`config.mk`:
```
export PLATFORM = sky130hd
export DESIGN_NAME = pesc_core
export DESIGN_NICKNAME = d
export VERILOG_FILES = /design/src/shared/pesc_pkg.sv /design/src/core/pesc_core.sv
export SDC_FILE = /design/constraint.sdc
export NUM_CORES = 1
export LEC_CHECK = 0
export ABC_AREA = 1
export BUFFER_PORTS_ARGS = -buffer_cell sky130_fd_sc_hd__clkbuf_2
export CAP_MARGIN = 5
export CORE_AREA = 2 2 127 129
export DETAILED_ROUTE_END_ITERATION = 10
export DIE_AREA = 0 0 129 131
export PLACE_DENSITY = 0.66
export SYNTH_ARGS = -nofsm -noshare
export SYNTH_HDL_FRONTEND = slang
export SYNTH_SLANG_ARGS = --single-unit
export TNS_END_PERCENT = 1
```
`constraint.sdc`:
```
create_clock -name mclk -period 4.5 [get_ports mclk]
set_input_delay 0.45 -clock mclk [delete_from_list [all_inputs] [get_ports mclk]]
set_output_delay 0.45 -clock mclk [all_outputs]
set_load 0.01 [all_outputs]
```
`src/shared/pesc_pkg.sv`:
```
// constants for the transceiver event status bank and error counters
package pesc_pkg;
    localparam int          ADDR_W        = 8;
    localparam int          DATA_W        = 32;
    // register indices and byte addresses (index times four)
    localparam logic [7:0]  IDX_EVT_TWO   = 8'h13;
    localparam logic [7:0]  IDX_FC_CNT    = 8'h14;
    localparam logic [7:0]  IDX_RX_CNT    = 8'h15;
    localparam logic [7:0]  IDX_XCVR_CTL  = 8'h11;
    localparam logic [7:0]  ADR_EVT_TWO   = 8'h4C;
    localparam logic [7:0]  ADR_FC_CNT    = 8'h50;
    localparam logic [7:0]  ADR_RX_CNT    = 8'h54;
    localparam logic [7:0]  ADR_XCVR_CTL  = 8'h44;
    // field positions
    localparam int          EVT_LSB       = 8;
    localparam int          NUM_EVT       = 8;
    localparam int          CTL_PIN_SEL   = 0;
    localparam int          CTL_GLB_EN    = 1;
    localparam int          CTL_TEST_IRQ  = 2;
    localparam int          FC_W          = 8;
    localparam int          RX_W          = 16;
    // reset values and thresholds
    localparam logic [15:0] RST_REG       = 16'h0000;
    localparam logic [2:0]  RST_CTL       = 3'h0;
    localparam logic [15:0] HALF_FULL     = 16'h007F;
    localparam logic [31:0] UNMAPPED_DATA = 32'h0000_0000;
    // bus answer states
    typedef enum logic [2:0] {
        ST_IDLE = 3'b001,
        ST_ANS  = 3'b010,
        ST_DONE = 3'b100
    } pesc_bus_e;
endpackage
```
`src/core/pesc_core.sv`:
```
// event status bank two, error counters and interrupt pin with Avalon-MM slave
//
// The Avalon-MM register port was left to the implementer.
`timescale 1ns/1ps
module pesc_core
    import pesc_pkg::*;
(
    input  wire logic              mclk,
    input  wire logic              reset_n,
    input  wire logic              clk_en,
    // Avalon-MM slave
    input  wire logic [ADDR_W-1:0] avs_address,
    input  wire logic              avs_read,
    input  wire logic              avs_write,
    input  wire logic [DATA_W-1:0] avs_writedata,
    input  wire logic [3:0]        avs_byteenable,
    output logic      [DATA_W-1:0] avs_readdata,
    output logic                   avs_waitrequest,
    // event sources, one-cycle pulses from the transceiver core
    input  wire logic              evt_eee_error,
    input  wire logic              evt_aneg_error,
    input  wire logic              evt_page_rx,
    input  wire logic              evt_lpbk_fifo,
    input  wire logic              evt_xover_change,
    input  wire logic              evt_sleep,
    input  wire logic              evt_polarity,
    input  wire logic              evt_wol_packet,
    input  wire logic              evt_jabber,
    input  wire logic              evt_false_carrier,
    input  wire logic              evt_rx_error,
    input  wire logic              mii_loopback,
    // half-full events toward the first status bank
    output logic                   fc_half_full,
    output logic                   rx_half_full,
    // shared interrupt / power-down pin
    input  wire logic              irq_or_powerdown_pin_i,
    output logic                   irq_or_powerdown_pin_o,
    output logic                   irq_or_powerdown_pin_oe,
    output logic                   powerdown_req,
    output logic                   irq_active
);

    // register state
    logic [NUM_EVT-1:0] status_reg;
    logic [NUM_EVT-1:0] enable_reg;
    logic [2:0]         ctl_reg;
    logic [FC_W-1:0]    fc_cnt_reg;
    logic [RX_W-1:0]    rx_cnt_reg;
    logic [DATA_W-1:0]  rdata_reg;
    logic               pin_s1_reg;
    logic               pin_s2_reg;
    pesc_bus_e          bus_reg;
    pesc_bus_e          bus_next;

    // address decode
    wire logic sel_evt = (avs_address == ADR_EVT_TWO);
    wire logic sel_fc  = (avs_address == ADR_FC_CNT);
    wire logic sel_rx  = (avs_address == ADR_RX_CNT);
    wire logic sel_ctl = (avs_address == ADR_XCVR_CTL);

    // access is taken once, in the answer state
    wire logic acc    = (bus_reg == ST_ANS) && clk_en;
    wire logic rd_acc = acc && avs_read;
    wire logic wr_acc = acc && avs_write;

    // bus handshake: one wait cycle, done, back to idle
    always_comb begin
        bus_next = bus_reg;
        unique case (bus_reg)
            ST_IDLE: if (avs_read || avs_write) bus_next = ST_ANS;
            ST_ANS:  bus_next = ST_DONE;
            ST_DONE: bus_next = ST_IDLE;
            default: bus_next = ST_IDLE;
        endcase
    end
    // a frozen clock enable must not show an answer that is never taken
    assign avs_waitrequest = !((bus_reg == ST_ANS) && clk_en);

    always_ff @(posedge mclk) begin
        if (!reset_n) begin
            bus_reg <= ST_IDLE;
        end else if (clk_en) begin
            bus_reg <= bus_next;
        end
    end

    // raw event vector, bit 7 maps to status bit 15
    wire logic [NUM_EVT-1:0] evt_vec = {
        evt_eee_error,
        evt_aneg_error,
        evt_page_rx,
        evt_lpbk_fifo,
        evt_xover_change,
        evt_sleep,
        evt_polarity | evt_wol_packet,
        evt_jabber
    };
    wire logic clr_status = rd_acc && sel_evt;

    // latched status: a new event wins over the read clear
    // only bits returned by the read are cleared, later events stay pending
    genvar gi;
    generate
        for (gi = 0; gi < NUM_EVT; gi++) begin : g_lat
            always_ff @(posedge mclk) begin
                if (!reset_n) begin
                    status_reg[gi] <= 1'b0;
                end else if (clk_en) begin
                    if (evt_vec[gi]) begin
                        status_reg[gi] <= 1'b1;
                    end else if (clr_status && rdata_reg[EVT_LSB+gi]) begin
                        status_reg[gi] <= 1'b0;
                    end
                end
            end
        end
    endgenerate

    // enables and control bits, low byte lane only
    always_ff @(posedge mclk) begin
        if (!reset_n) begin
            enable_reg <= RST_REG[NUM_EVT-1:0];
            ctl_reg    <= RST_CTL;
        end else if (wr_acc && avs_byteenable[0]) begin
            if (sel_evt) enable_reg <= avs_writedata[NUM_EVT-1:0];
            if (sel_ctl) ctl_reg    <= avs_writedata[2:0];
        end
    end

    // counter increments with saturation, a same-cycle event is added to what the read leaves
    wire logic fc_sat  = (fc_cnt_reg == {FC_W{1'b1}});
    wire logic rx_sat  = (rx_cnt_reg == {RX_W{1'b1}});
    wire logic fc_inc  = evt_false_carrier && !fc_sat;
    wire logic rx_inc  = evt_rx_error && !mii_loopback && !rx_sat;
    wire logic fc_clr  = rd_acc && sel_fc;
    wire logic rx_clr  = rd_acc && sel_rx;

    // a read removes only the count it returned, events after the capture survive
    wire logic [FC_W-1:0] fc_left = fc_cnt_reg - rdata_reg[FC_W-1:0];
    wire logic [RX_W-1:0] rx_left = rx_cnt_reg - rdata_reg[RX_W-1:0];

    always_ff @(posedge mclk) begin
        if (!reset_n) begin
            fc_cnt_reg <= RST_REG[FC_W-1:0];
            rx_cnt_reg <= RST_REG;
        end else if (clk_en) begin
            if (fc_clr) fc_cnt_reg <= fc_left + {{(FC_W-1){1'b0}}, evt_false_carrier};
            else if (fc_inc) fc_cnt_reg <= fc_cnt_reg + 8'h01;
            if (rx_clr) rx_cnt_reg <= rx_left +
                {{(RX_W-1){1'b0}}, (evt_rx_error && !mii_loopback)};
            else if (rx_inc) rx_cnt_reg <= rx_cnt_reg + 16'h0001;
        end
    end

    // half-full event levels
    assign fc_half_full = ({8'h00, fc_cnt_reg} > HALF_FULL);
    assign rx_half_full = (rx_cnt_reg > HALF_FULL);

    // read data mux, registered at the edge that leaves idle, one cycle before the answer
    wire logic [DATA_W-1:0] rd_mux =
        sel_evt ? {16'h0000, status_reg, enable_reg} :
        sel_fc  ? {24'h000000, fc_cnt_reg} :
        sel_rx  ? {16'h0000, rx_cnt_reg} :
        sel_ctl ? {29'h0, ctl_reg} : UNMAPPED_DATA;
    always_ff @(posedge mclk) begin
        if (!reset_n) begin
            rdata_reg <= UNMAPPED_DATA;
        end else if (clk_en && bus_reg == ST_IDLE && avs_read) begin
            rdata_reg <= rd_mux;
        end
    end
    assign avs_readdata = rdata_reg;

    // interrupt request
    wire logic any_evt = |(status_reg & enable_reg);
    wire logic irq_req = (any_evt && ctl_reg[CTL_GLB_EN])
                       || ctl_reg[CTL_TEST_IRQ];
    assign irq_active = irq_req;

    // shared pin: interrupt drives low only, else sampled as power-down
    assign irq_or_powerdown_pin_o  = 1'b0;
    assign irq_or_powerdown_pin_oe = ctl_reg[CTL_PIN_SEL] && irq_req;
    always_ff @(posedge mclk) begin
        if (!reset_n) begin
            pin_s1_reg <= 1'b1;
            pin_s2_reg <= 1'b1;
        end else if (clk_en) begin
            pin_s1_reg <= irq_or_powerdown_pin_i;
            pin_s2_reg <= pin_s1_reg;
        end
    end
    assign powerdown_req = !ctl_reg[CTL_PIN_SEL] && !pin_s2_reg;

    // checks: event latches set one edge after the event
    a_evt_latch_set: assert property (@(posedge mclk) disable iff (!reset_n)
        clk_en && evt_eee_error |=> status_reg[7])
        else $error("eee error not latched");

    a_aneg_latch_set: assert property (@(posedge mclk) disable iff (!reset_n)
        clk_en && evt_aneg_error |=> status_reg[6])
        else $error("negotiation error not latched");

    a_page_latch_set: assert property (@(posedge mclk) disable iff (!reset_n)
        clk_en && evt_page_rx |=> status_reg[5])
        else $error("page event not latched");

    a_lpbk_latch_set: assert property (@(posedge mclk) disable iff (!reset_n)
        clk_en && evt_lpbk_fifo |=> status_reg[4])
        else $error("loopback buffer event not latched");

    a_xover_latch_set: assert property (@(posedge mclk) disable iff (!reset_n)
        clk_en && evt_xover_change |=> status_reg[3])
        else $error("pair status change not latched");

    a_sleep_latch_set: assert property (@(posedge mclk) disable iff (!reset_n)
        clk_en && evt_sleep |=> status_reg[2])
        else $error("sleep event not latched");

    a_shared_bit_set: assert property (@(posedge mclk) disable iff (!reset_n)
        clk_en && evt_wol_packet |=> status_reg[1])
        else $error("wake packet not latched");

    a_polarity_bit_set: assert property (@(posedge mclk) disable iff (!reset_n)
        clk_en && evt_polarity |=> status_reg[1])
        else $error("polarity change not latched");

    a_jabber_latch_set: assert property (@(posedge mclk) disable iff (!reset_n)
        clk_en && evt_jabber |=> status_reg[0])
        else $error("jabber event not latched");

    // checks: latches hold until a read clears them, status word upper half reads zero
    a_eee_bit_stays: assert property (@(posedge mclk) disable iff (!reset_n)
        !clr_status && status_reg[7] |=> status_reg[7])
        else $error("eee error bit dropped");

    a_aneg_bit_stays: assert property (@(posedge mclk) disable iff (!reset_n)
        !clr_status && status_reg[6] |=> status_reg[6])
        else $error("negotiation error bit dropped");

    a_jabber_bit_stays: assert property (@(posedge mclk) disable iff (!reset_n)
        !clr_status && status_reg[0] |=> status_reg[0])
        else $error("jabber bit dropped without read");

    a_read_clears_bits: assert property (@(posedge mclk) disable iff (!reset_n)
        clr_status && evt_vec == 8'h00 && status_reg == rdata_reg[EVT_LSB +: NUM_EVT]
        |=> status_reg == 8'h00)
        else $error("status not cleared by read");

    a_evt_upper_zero: assert property (@(posedge mclk) disable iff (!reset_n)
        bus_reg == ST_ANS && sel_evt && avs_read |-> avs_readdata[31:16] == 16'h0000)
        else $error("status word upper half not zero");

    // checks: enables and control bits change only by a taken write, state freezes with clock enable low, waitrequest low one cycle
    a_enable_hold: assert property (@(posedge mclk) disable iff (!reset_n)
        !(wr_acc && sel_evt && avs_byteenable[0]) |=> $stable(enable_reg))
        else $error("enables changed without write");

    a_ctl_hold: assert property (@(posedge mclk) disable iff (!reset_n)
        !(wr_acc && sel_ctl && avs_byteenable[0]) |=> $stable(ctl_reg))
        else $error("control bits changed without write");

    a_frozen_state: assert property (@(posedge mclk) disable iff (!reset_n)
        !clk_en |=> $stable(status_reg) && $stable(fc_cnt_reg) && $stable(rx_cnt_reg))
        else $error("state moved with clock enable low");

    a_wait_one_cycle: assert property (@(posedge mclk) disable iff (!reset_n)
        bus_reg == ST_ANS && clk_en |=> avs_waitrequest)
        else $error("waitrequest low for more than one cycle");

    // checks: false-carrier counter
    a_fc_count_step: assert property (@(posedge mclk) disable iff (!reset_n)
        clk_en && evt_false_carrier && !fc_sat && !fc_clr
        |=> fc_cnt_reg == $past(fc_cnt_reg) + 8'h01)
        else $error("false carrier counter did not step");

    a_fc_upper_zero: assert property (@(posedge mclk) disable iff (!reset_n)
        bus_reg == ST_ANS && sel_fc && avs_read |-> avs_readdata[31:8] == 24'h000000)
        else $error("false carrier upper byte not zero");

    a_fc_saturate: assert property (@(posedge mclk) disable iff (!reset_n)
        clk_en && fc_sat && !fc_clr |=> fc_sat)
        else $error("false carrier counter wrapped");

    a_fc_half_full: assert property (@(posedge mclk) disable iff (!reset_n)
        fc_cnt_reg == 8'h80 |-> fc_half_full)
        else $error("false carrier half-full missing");

    a_fc_half_low: assert property (@(posedge mclk) disable iff (!reset_n)
        fc_cnt_reg == 8'h7F |-> !fc_half_full)
        else $error("false carrier half-full too early");

    a_counter_clear: assert property (@(posedge mclk) disable iff (!reset_n)
        fc_clr && !evt_false_carrier && fc_cnt_reg == rdata_reg[FC_W-1:0]
        |=> fc_cnt_reg == 8'h00)
        else $error("false carrier counter not cleared");

    // checks: receive-error counter
    a_rx_hold_lpbk: assert property (@(posedge mclk) disable iff (!reset_n)
        clk_en && mii_loopback && !rx_clr |=> $stable(rx_cnt_reg))
        else $error("rx counter moved in loopback");

    a_rx_count_step: assert property (@(posedge mclk) disable iff (!reset_n)
        clk_en && evt_rx_error && !mii_loopback && !rx_sat && !rx_clr
        |=> rx_cnt_reg == $past(rx_cnt_reg) + 16'h0001)
        else $error("rx counter did not step");

    a_rx_saturate: assert property (@(posedge mclk) disable iff (!reset_n)
        clk_en && rx_sat && !rx_clr |=> rx_sat)
        else $error("rx counter wrapped");

    a_rx_half_full: assert property (@(posedge mclk) disable iff (!reset_n)
        rx_cnt_reg == 16'h007F |-> !rx_half_full)
        else $error("rx half-full too early");

    a_rx_half_high: assert property (@(posedge mclk) disable iff (!reset_n)
        rx_cnt_reg == 16'h0080 |-> rx_half_full)
        else $error("rx half-full missing");

    a_rx_counter_clear: assert property (@(posedge mclk) disable iff (!reset_n)
        rx_clr && !evt_rx_error && rx_cnt_reg == rdata_reg[RX_W-1:0]
        |=> rx_cnt_reg == 16'h0000)
        else $error("rx counter not cleared");

    // checks: interrupt request
    a_polarity_irq: assert property (@(posedge mclk) disable iff (!reset_n)
        ctl_reg[CTL_GLB_EN] && status_reg[1] && enable_reg[1] |-> irq_active)
        else $error("shared bit interrupt missing");

    a_global_gate: assert property (@(posedge mclk) disable iff (!reset_n)
        !ctl_reg[CTL_GLB_EN] && !ctl_reg[CTL_TEST_IRQ] |-> !irq_active)
        else $error("interrupt without global enable");

    a_irq_from_event: assert property (@(posedge mclk) disable iff (!reset_n)
        ctl_reg[CTL_GLB_EN] && (status_reg & enable_reg) != 8'h00 |-> irq_active)
        else $error("enabled event gave no interrupt");

    a_irq_quiet: assert property (@(posedge mclk) disable iff (!reset_n)
        !ctl_reg[CTL_TEST_IRQ] && (status_reg & enable_reg) == 8'h00 |-> !irq_active)
        else $error("interrupt with nothing pending");

    a_test_irq_pin: assert property (@(posedge mclk) disable iff (!reset_n)
        ctl_reg[CTL_TEST_IRQ] && ctl_reg[CTL_PIN_SEL] |-> irq_or_powerdown_pin_oe)
        else $error("test interrupt not driven");

    // checks: shared pin direction
    a_pin_released: assert property (@(posedge mclk) disable iff (!reset_n)
        !ctl_reg[CTL_PIN_SEL] |-> !irq_or_powerdown_pin_oe)
        else $error("pin driven while power-down input");

    a_pin_drives_irq: assert property (@(posedge mclk) disable iff (!reset_n)
        ctl_reg[CTL_PIN_SEL] && irq_active |-> irq_or_powerdown_pin_oe)
        else $error("interrupt not driven on pin");

    a_powerdown_gate: assert property (@(posedge mclk) disable iff (!reset_n)
        ctl_reg[CTL_PIN_SEL] |-> !powerdown_req)
        else $error("power-down while pin is an output");

endmodule // pesc_core

```
==> results by stage <==
Run status:
- The run finished with clean final reports.

Layout:
- The antenna diode count is 0.
- From synthesis to final layout, the design area changed by 12.6%.
- The layout net count is 1013.
- The share of cells above drive strength 1 is 11.0%.

Timing:
- In the final timing run, aggregate negative setup slack is 0 ns.
- The timing-limited maximum frequency is 0.420 GHz.
- The transition time at the pin with the least slew margin is 0.747 ns.
- The clock skew is 0.00766 ns.
- For the finished layout, the period the worst path requires is 2.38 ns.
- The final number of max-transition violations is 0.
- The number of failing setup endpoints in the final timing report is 0.
- The headroom to the max-slew limit is 50.1%.
- The portion of the clock cycle consumed by the worst path in the final layout is 53.0%.
- Setup repair after global routing left no endpoint under its margin.
- After layout, the worst setup slack is 2.12 ns.
- The number of hold violations in the final report is 0.

Yosys:
- The warning count from the yosys run is 0.
- The sequential element share of the synthesized area is 24.0%.
- Synthesis handed over a netlist of 856 instances.
- The top flip-flop cell by instance count after synthesis is sky130_fd_sc_hd__dfxtp_1.
- The share of synthesized registers carrying an async set or reset is 0%.
- The per-instance average area after synthesis is 6.23 um2.
- The synthesized design contains 64 register bits.
- The number of synthesized flops with an enable pin is 0.
- The count of unique library cells instantiated by Yosys is 44.
- The cell area that synthesis handed to floorplanning was 5330 um2.

Place:
- At the placement stage, the worst setup path has a slack of 1.76 ns.
- The final HPWL from detailed placement is 11200 um.
- During placement, the flow inserted port buffers numbering 56.
- Routability-driven placement finished with a final weighted congestion of 0.849.

Die:
- In this run the core area contains 46 standard-cell rows.
- The initial utilization of the core area, before any placement, comes to 34.2%.
- Pin placement for this block handled 101 I/O pins.
- The region available for standard cell placement spans 15600 um2.
- The width of the chip is 129 um.
- From bottom edge to top edge, the die measures 131 um.
- The total die area is 16900 um2.

Setup path:
- Counting cells, the worst reg-to-reg path comes to 11.
- The critical path ends at rx_cnt_reg[8]$_SDFFE_PN0P_.
- The maximum fanout count along the critical path is 3.
- The worst setup path is launched from an input pin.
- The worst register-to-register path begins at avs_readdata[2]$_SDFFE_PN0P_.
- In this run the critical register-to-register path is captured at rx_cnt_reg[11]$_SDFFE_PN0P_.
- The required time at the endpoint of the critical path is 4.77 ns.
- The critical path is of the in2reg type.
- STA classifies the critical path endpoint as a flip-flop.
- STA puts the critical path data arrival time at 2.66 ns.
- Setup slack on the worst reg-to-reg path comes out at 2.25 ns.
- In this run the worst setup path begins at evt_rx_error.

Global route:
- The initial antenna violation count is 0.
- Entering global routing, the biggest net connects 49 pins.
- The total grt overflow is 0.
- Global routing consumed, over all layers together, 17.8% of the routing resources.
- The first global-routing pass estimated 24000 um of wire.
- The number of global-route vias before repair came to 5014.

Clock tree:
- The root buffer cell is sky130_fd_sc_hd__clkbuf_16.
- Clock-pin slew was measured on the worst setup and hold paths at 0.05 ns.
- The level count of the clock H-tree is 3.
- In this run, post-CTS repair resized a total of 0 instances.
- The number of buffers created by CTS is 9.
- Clock tree synthesis found a total of 64 sinks.
- The clock reaches the later pin of the worst-skew pair after 0.34 ns.
- TritonCTS built the clock tree.
- The maximum number of buffers from clock root to sink is 2.
- Hold repair after CTS inserted 0 buffers.
- Once the clock tree was built, the setup fixing pass inserted 0 buffers.

Power and ir drop:
- VDD sags by at most 0.000238 V.
- The reported leakage power is 2.90 nW.
- The power per cell area is 290 nW/um2.

Drt:
- Wires add up to 14500 um.
- The count of nets left with antenna violations once routing finished came out at 0.
- The length of the first detailed-routing pass in iterations is 5.
- The violation count after the first detailed-route iteration is 352.
- The total number of vias is 5483.
- The number of remaining DRC errors is 0.
- The routed wire length per instance is 12.9 um.
- Using the TritonRoute via totals, the vias-per-cell ratio works out to 4.88.

Hold path:
- The path class of the tightest hold or removal check is in2reg.

Job:
- The number of maximum-capacitance violations is 0.
==> worst min-delay path by stage <==
stage | from | end | slack [ns] | cells past startpoint
floorplan | pin_s1_reg$_SDFFE_PN1P_ | pin_s1_reg$_SDFFE_PN1P_ | 0.43 | 2
global placement | pin_s1_reg$_SDFFE_PN1P_ | pin_s1_reg$_SDFFE_PN1P_ | 0.44 | 2
detailed placement | bus_reg[2]$_SDFFE_PN0P_ | bus_reg[2]$_SDFFE_PN0P_ | 0.46 | 2
CTS | irq_or_powerdown_pin_i | pin_s1_reg$_SDFFE_PN1P_ | 0.34 | 3
global route | irq_or_powerdown_pin_i | pin_s1_reg$_SDFFE_PN1P_ | 0.35 | 3
finish | irq_or_powerdown_pin_i | pin_s1_reg$_SDFFE_PN1P_ | 0.33 | 3
==> where the power goes <==
group	internal [mW]	switching, mW
sequential	0.595	0.0371
combinational	0.171	0.295
clock	0.395	0.249
total	1.16	0.581
==> Yosys cell counts, types with 2 or more instances <==
library cell,instances,share of area [%]
sky130_fd_sc_hd__nand2_1,258,18
sky130_fd_sc_hd__inv_1,107,7.5
sky130_fd_sc_hd__nor2_1,90,6.3
sky130_fd_sc_hd__dfxtp_1,64,24
sky130_fd_sc_hd__nand3_1,54,5.1
sky130_fd_sc_hd__o21ai_0,54,5.1
sky130_fd_sc_hd__ha_1,46,11
sky130_fd_sc_hd__a21oi_1,38,3.6
sky130_fd_sc_hd__buf_4,19,2.7
sky130_fd_sc_hd__nand4_1,13,1.5
sky130_fd_sc_hd__clkbuf_1,12,0.85
sky130_fd_sc_hd__nor3_1,11,1.0
sky130_fd_sc_hd__o211ai_1,10,1.4
sky130_fd_sc_hd__xor2_1,10,1.6
sky130_fd_sc_hd__nor2_2,6,0.70
sky130_fd_sc_hd__a21oi_2,5,0.82
sky130_fd_sc_hd__a41oi_1,5,0.82
sky130_fd_sc_hd__buf_2,5,0.47
sky130_fd_sc_hd__xnor2_1,5,0.82
sky130_fd_sc_hd__nand3b_1,4,0.56
sky130_fd_sc_hd__o21ai_1,4,0.38
sky130_fd_sc_hd__a31oi_1,3,0.35
sky130_fd_sc_hd__nand2_4,3,0.63
sky130_fd_sc_hd__nor2_4,3,0.63
sky130_fd_sc_hd__buf_6,2,0.42
sky130_fd_sc_hd__clkinv_1,2,0.14
sky130_fd_sc_hd__fa_1,2,0.75
sky130_fd_sc_hd__inv_2,2,0.14
sky130_fd_sc_hd__nand2_2,2,0.23
sky130_fd_sc_hd__o221ai_1,2,0.33
sky130_fd_sc_hd__or2_2,2,0.23
==> routing by layer <==
layer	wire length, um	vias up	GRT usage [%]	part of all wire [%]
met5	0	-	0	0
met4	304	0	5.56	2.1
met3	864	25	3.18	6.0
met2	6740	172	30.6	47
met1	6570	2447	22.8	45
li1	-	2839	-	-
==> cell type report <==
cell class	instances	area (um2)
flip-flops and latches	64	1280
repair buffers	59	303
inverters	111	417
fillers	1735	9590
well taps	216	270
clock buffers	11	253
clock inverters	4	20.0
multi-input cells	658	3460
==> critical path, cell delays in order <==
cell                       delay (ns)
sky130_fd_sc_hd__clkbuf_2        0.07
sky130_fd_sc_hd__inv_1           0.03
sky130_fd_sc_hd__nor2_1          0.24
sky130_fd_sc_hd__inv_1           0.08
sky130_fd_sc_hd__ha_1            0.28
sky130_fd_sc_hd__inv_1           0.04
sky130_fd_sc_hd__ha_1            0.20
sky130_fd_sc_hd__fa_1            0.45
sky130_fd_sc_hd__nand3_1         0.12
sky130_fd_sc_hd__nand3_1         0.14
sky130_fd_sc_hd__nand2_1         0.09
sky130_fd_sc_hd__nand2_1         0.06
sky130_fd_sc_hd__nand2_1         0.05
sky130_fd_sc_hd__nand2_1         0.04
sky130_fd_sc_hd__o21ai_0         0.17
sky130_fd_sc_hd__nor2_1          0.06
sky130_fd_sc_hd__nor2_1          0.08
==> metrics by stage <==
stage / std cells / cell area [um2] / total power [mW] / hold slack [ns] / utilization, %
after floorplan: 872 / 5390 / 0.995 / 0.429 / -
after detailed placement: 1108 / 5730 / 1.11 / 0.459 / 36.7
after global placement: 1108 / 5730 / 1.10 / 0.442 / 36.7
final: 1123 / 6000 / 1.74 / 0.335 / 38.5
after CTS: 1123 / 6000 / 1.75 / 0.336 / 38.5
after global routing: 1123 / 6000 / 1.86 / 0.350 / 38.5
==> placed cells by master, fill, tap and decap left out, types with 6 or more instances in the layout <==
master                      synthesis  routed
sky130_fd_sc_hd__a21oi_1           38      38
sky130_fd_sc_hd__clkbuf_16          0       9
sky130_fd_sc_hd__clkbuf_2           0      56
sky130_fd_sc_hd__conb_1             1      17
sky130_fd_sc_hd__dfxtp_1           64      64
sky130_fd_sc_hd__ha_1              46      46
sky130_fd_sc_hd__inv_1            107     107
sky130_fd_sc_hd__nand2_1          258     258
sky130_fd_sc_hd__nand3_1           54      54
sky130_fd_sc_hd__nand4_1           13      13
sky130_fd_sc_hd__nor2_1            90      90
sky130_fd_sc_hd__nor2_2             6       6
sky130_fd_sc_hd__nor3_1            11      11
sky130_fd_sc_hd__o211ai_1          10      10
sky130_fd_sc_hd__o21ai_0           54      54
sky130_fd_sc_hd__xor2_1            10      10
==> cells by family after synthesis <==
logic type	count (synthesis)	share of synthesized area, %
AND/OR/NAND/NOR	452	36.1
buffers and inverters	150	12.3
AO/OA/AOI/OAI	126	13.5
flip-flops	64	24.0
adder cells (fa/ha/maj)	48	11.5
XOR/XNOR	15	2.46
other	1	0.0704
(Power assumes the default switching activity.)
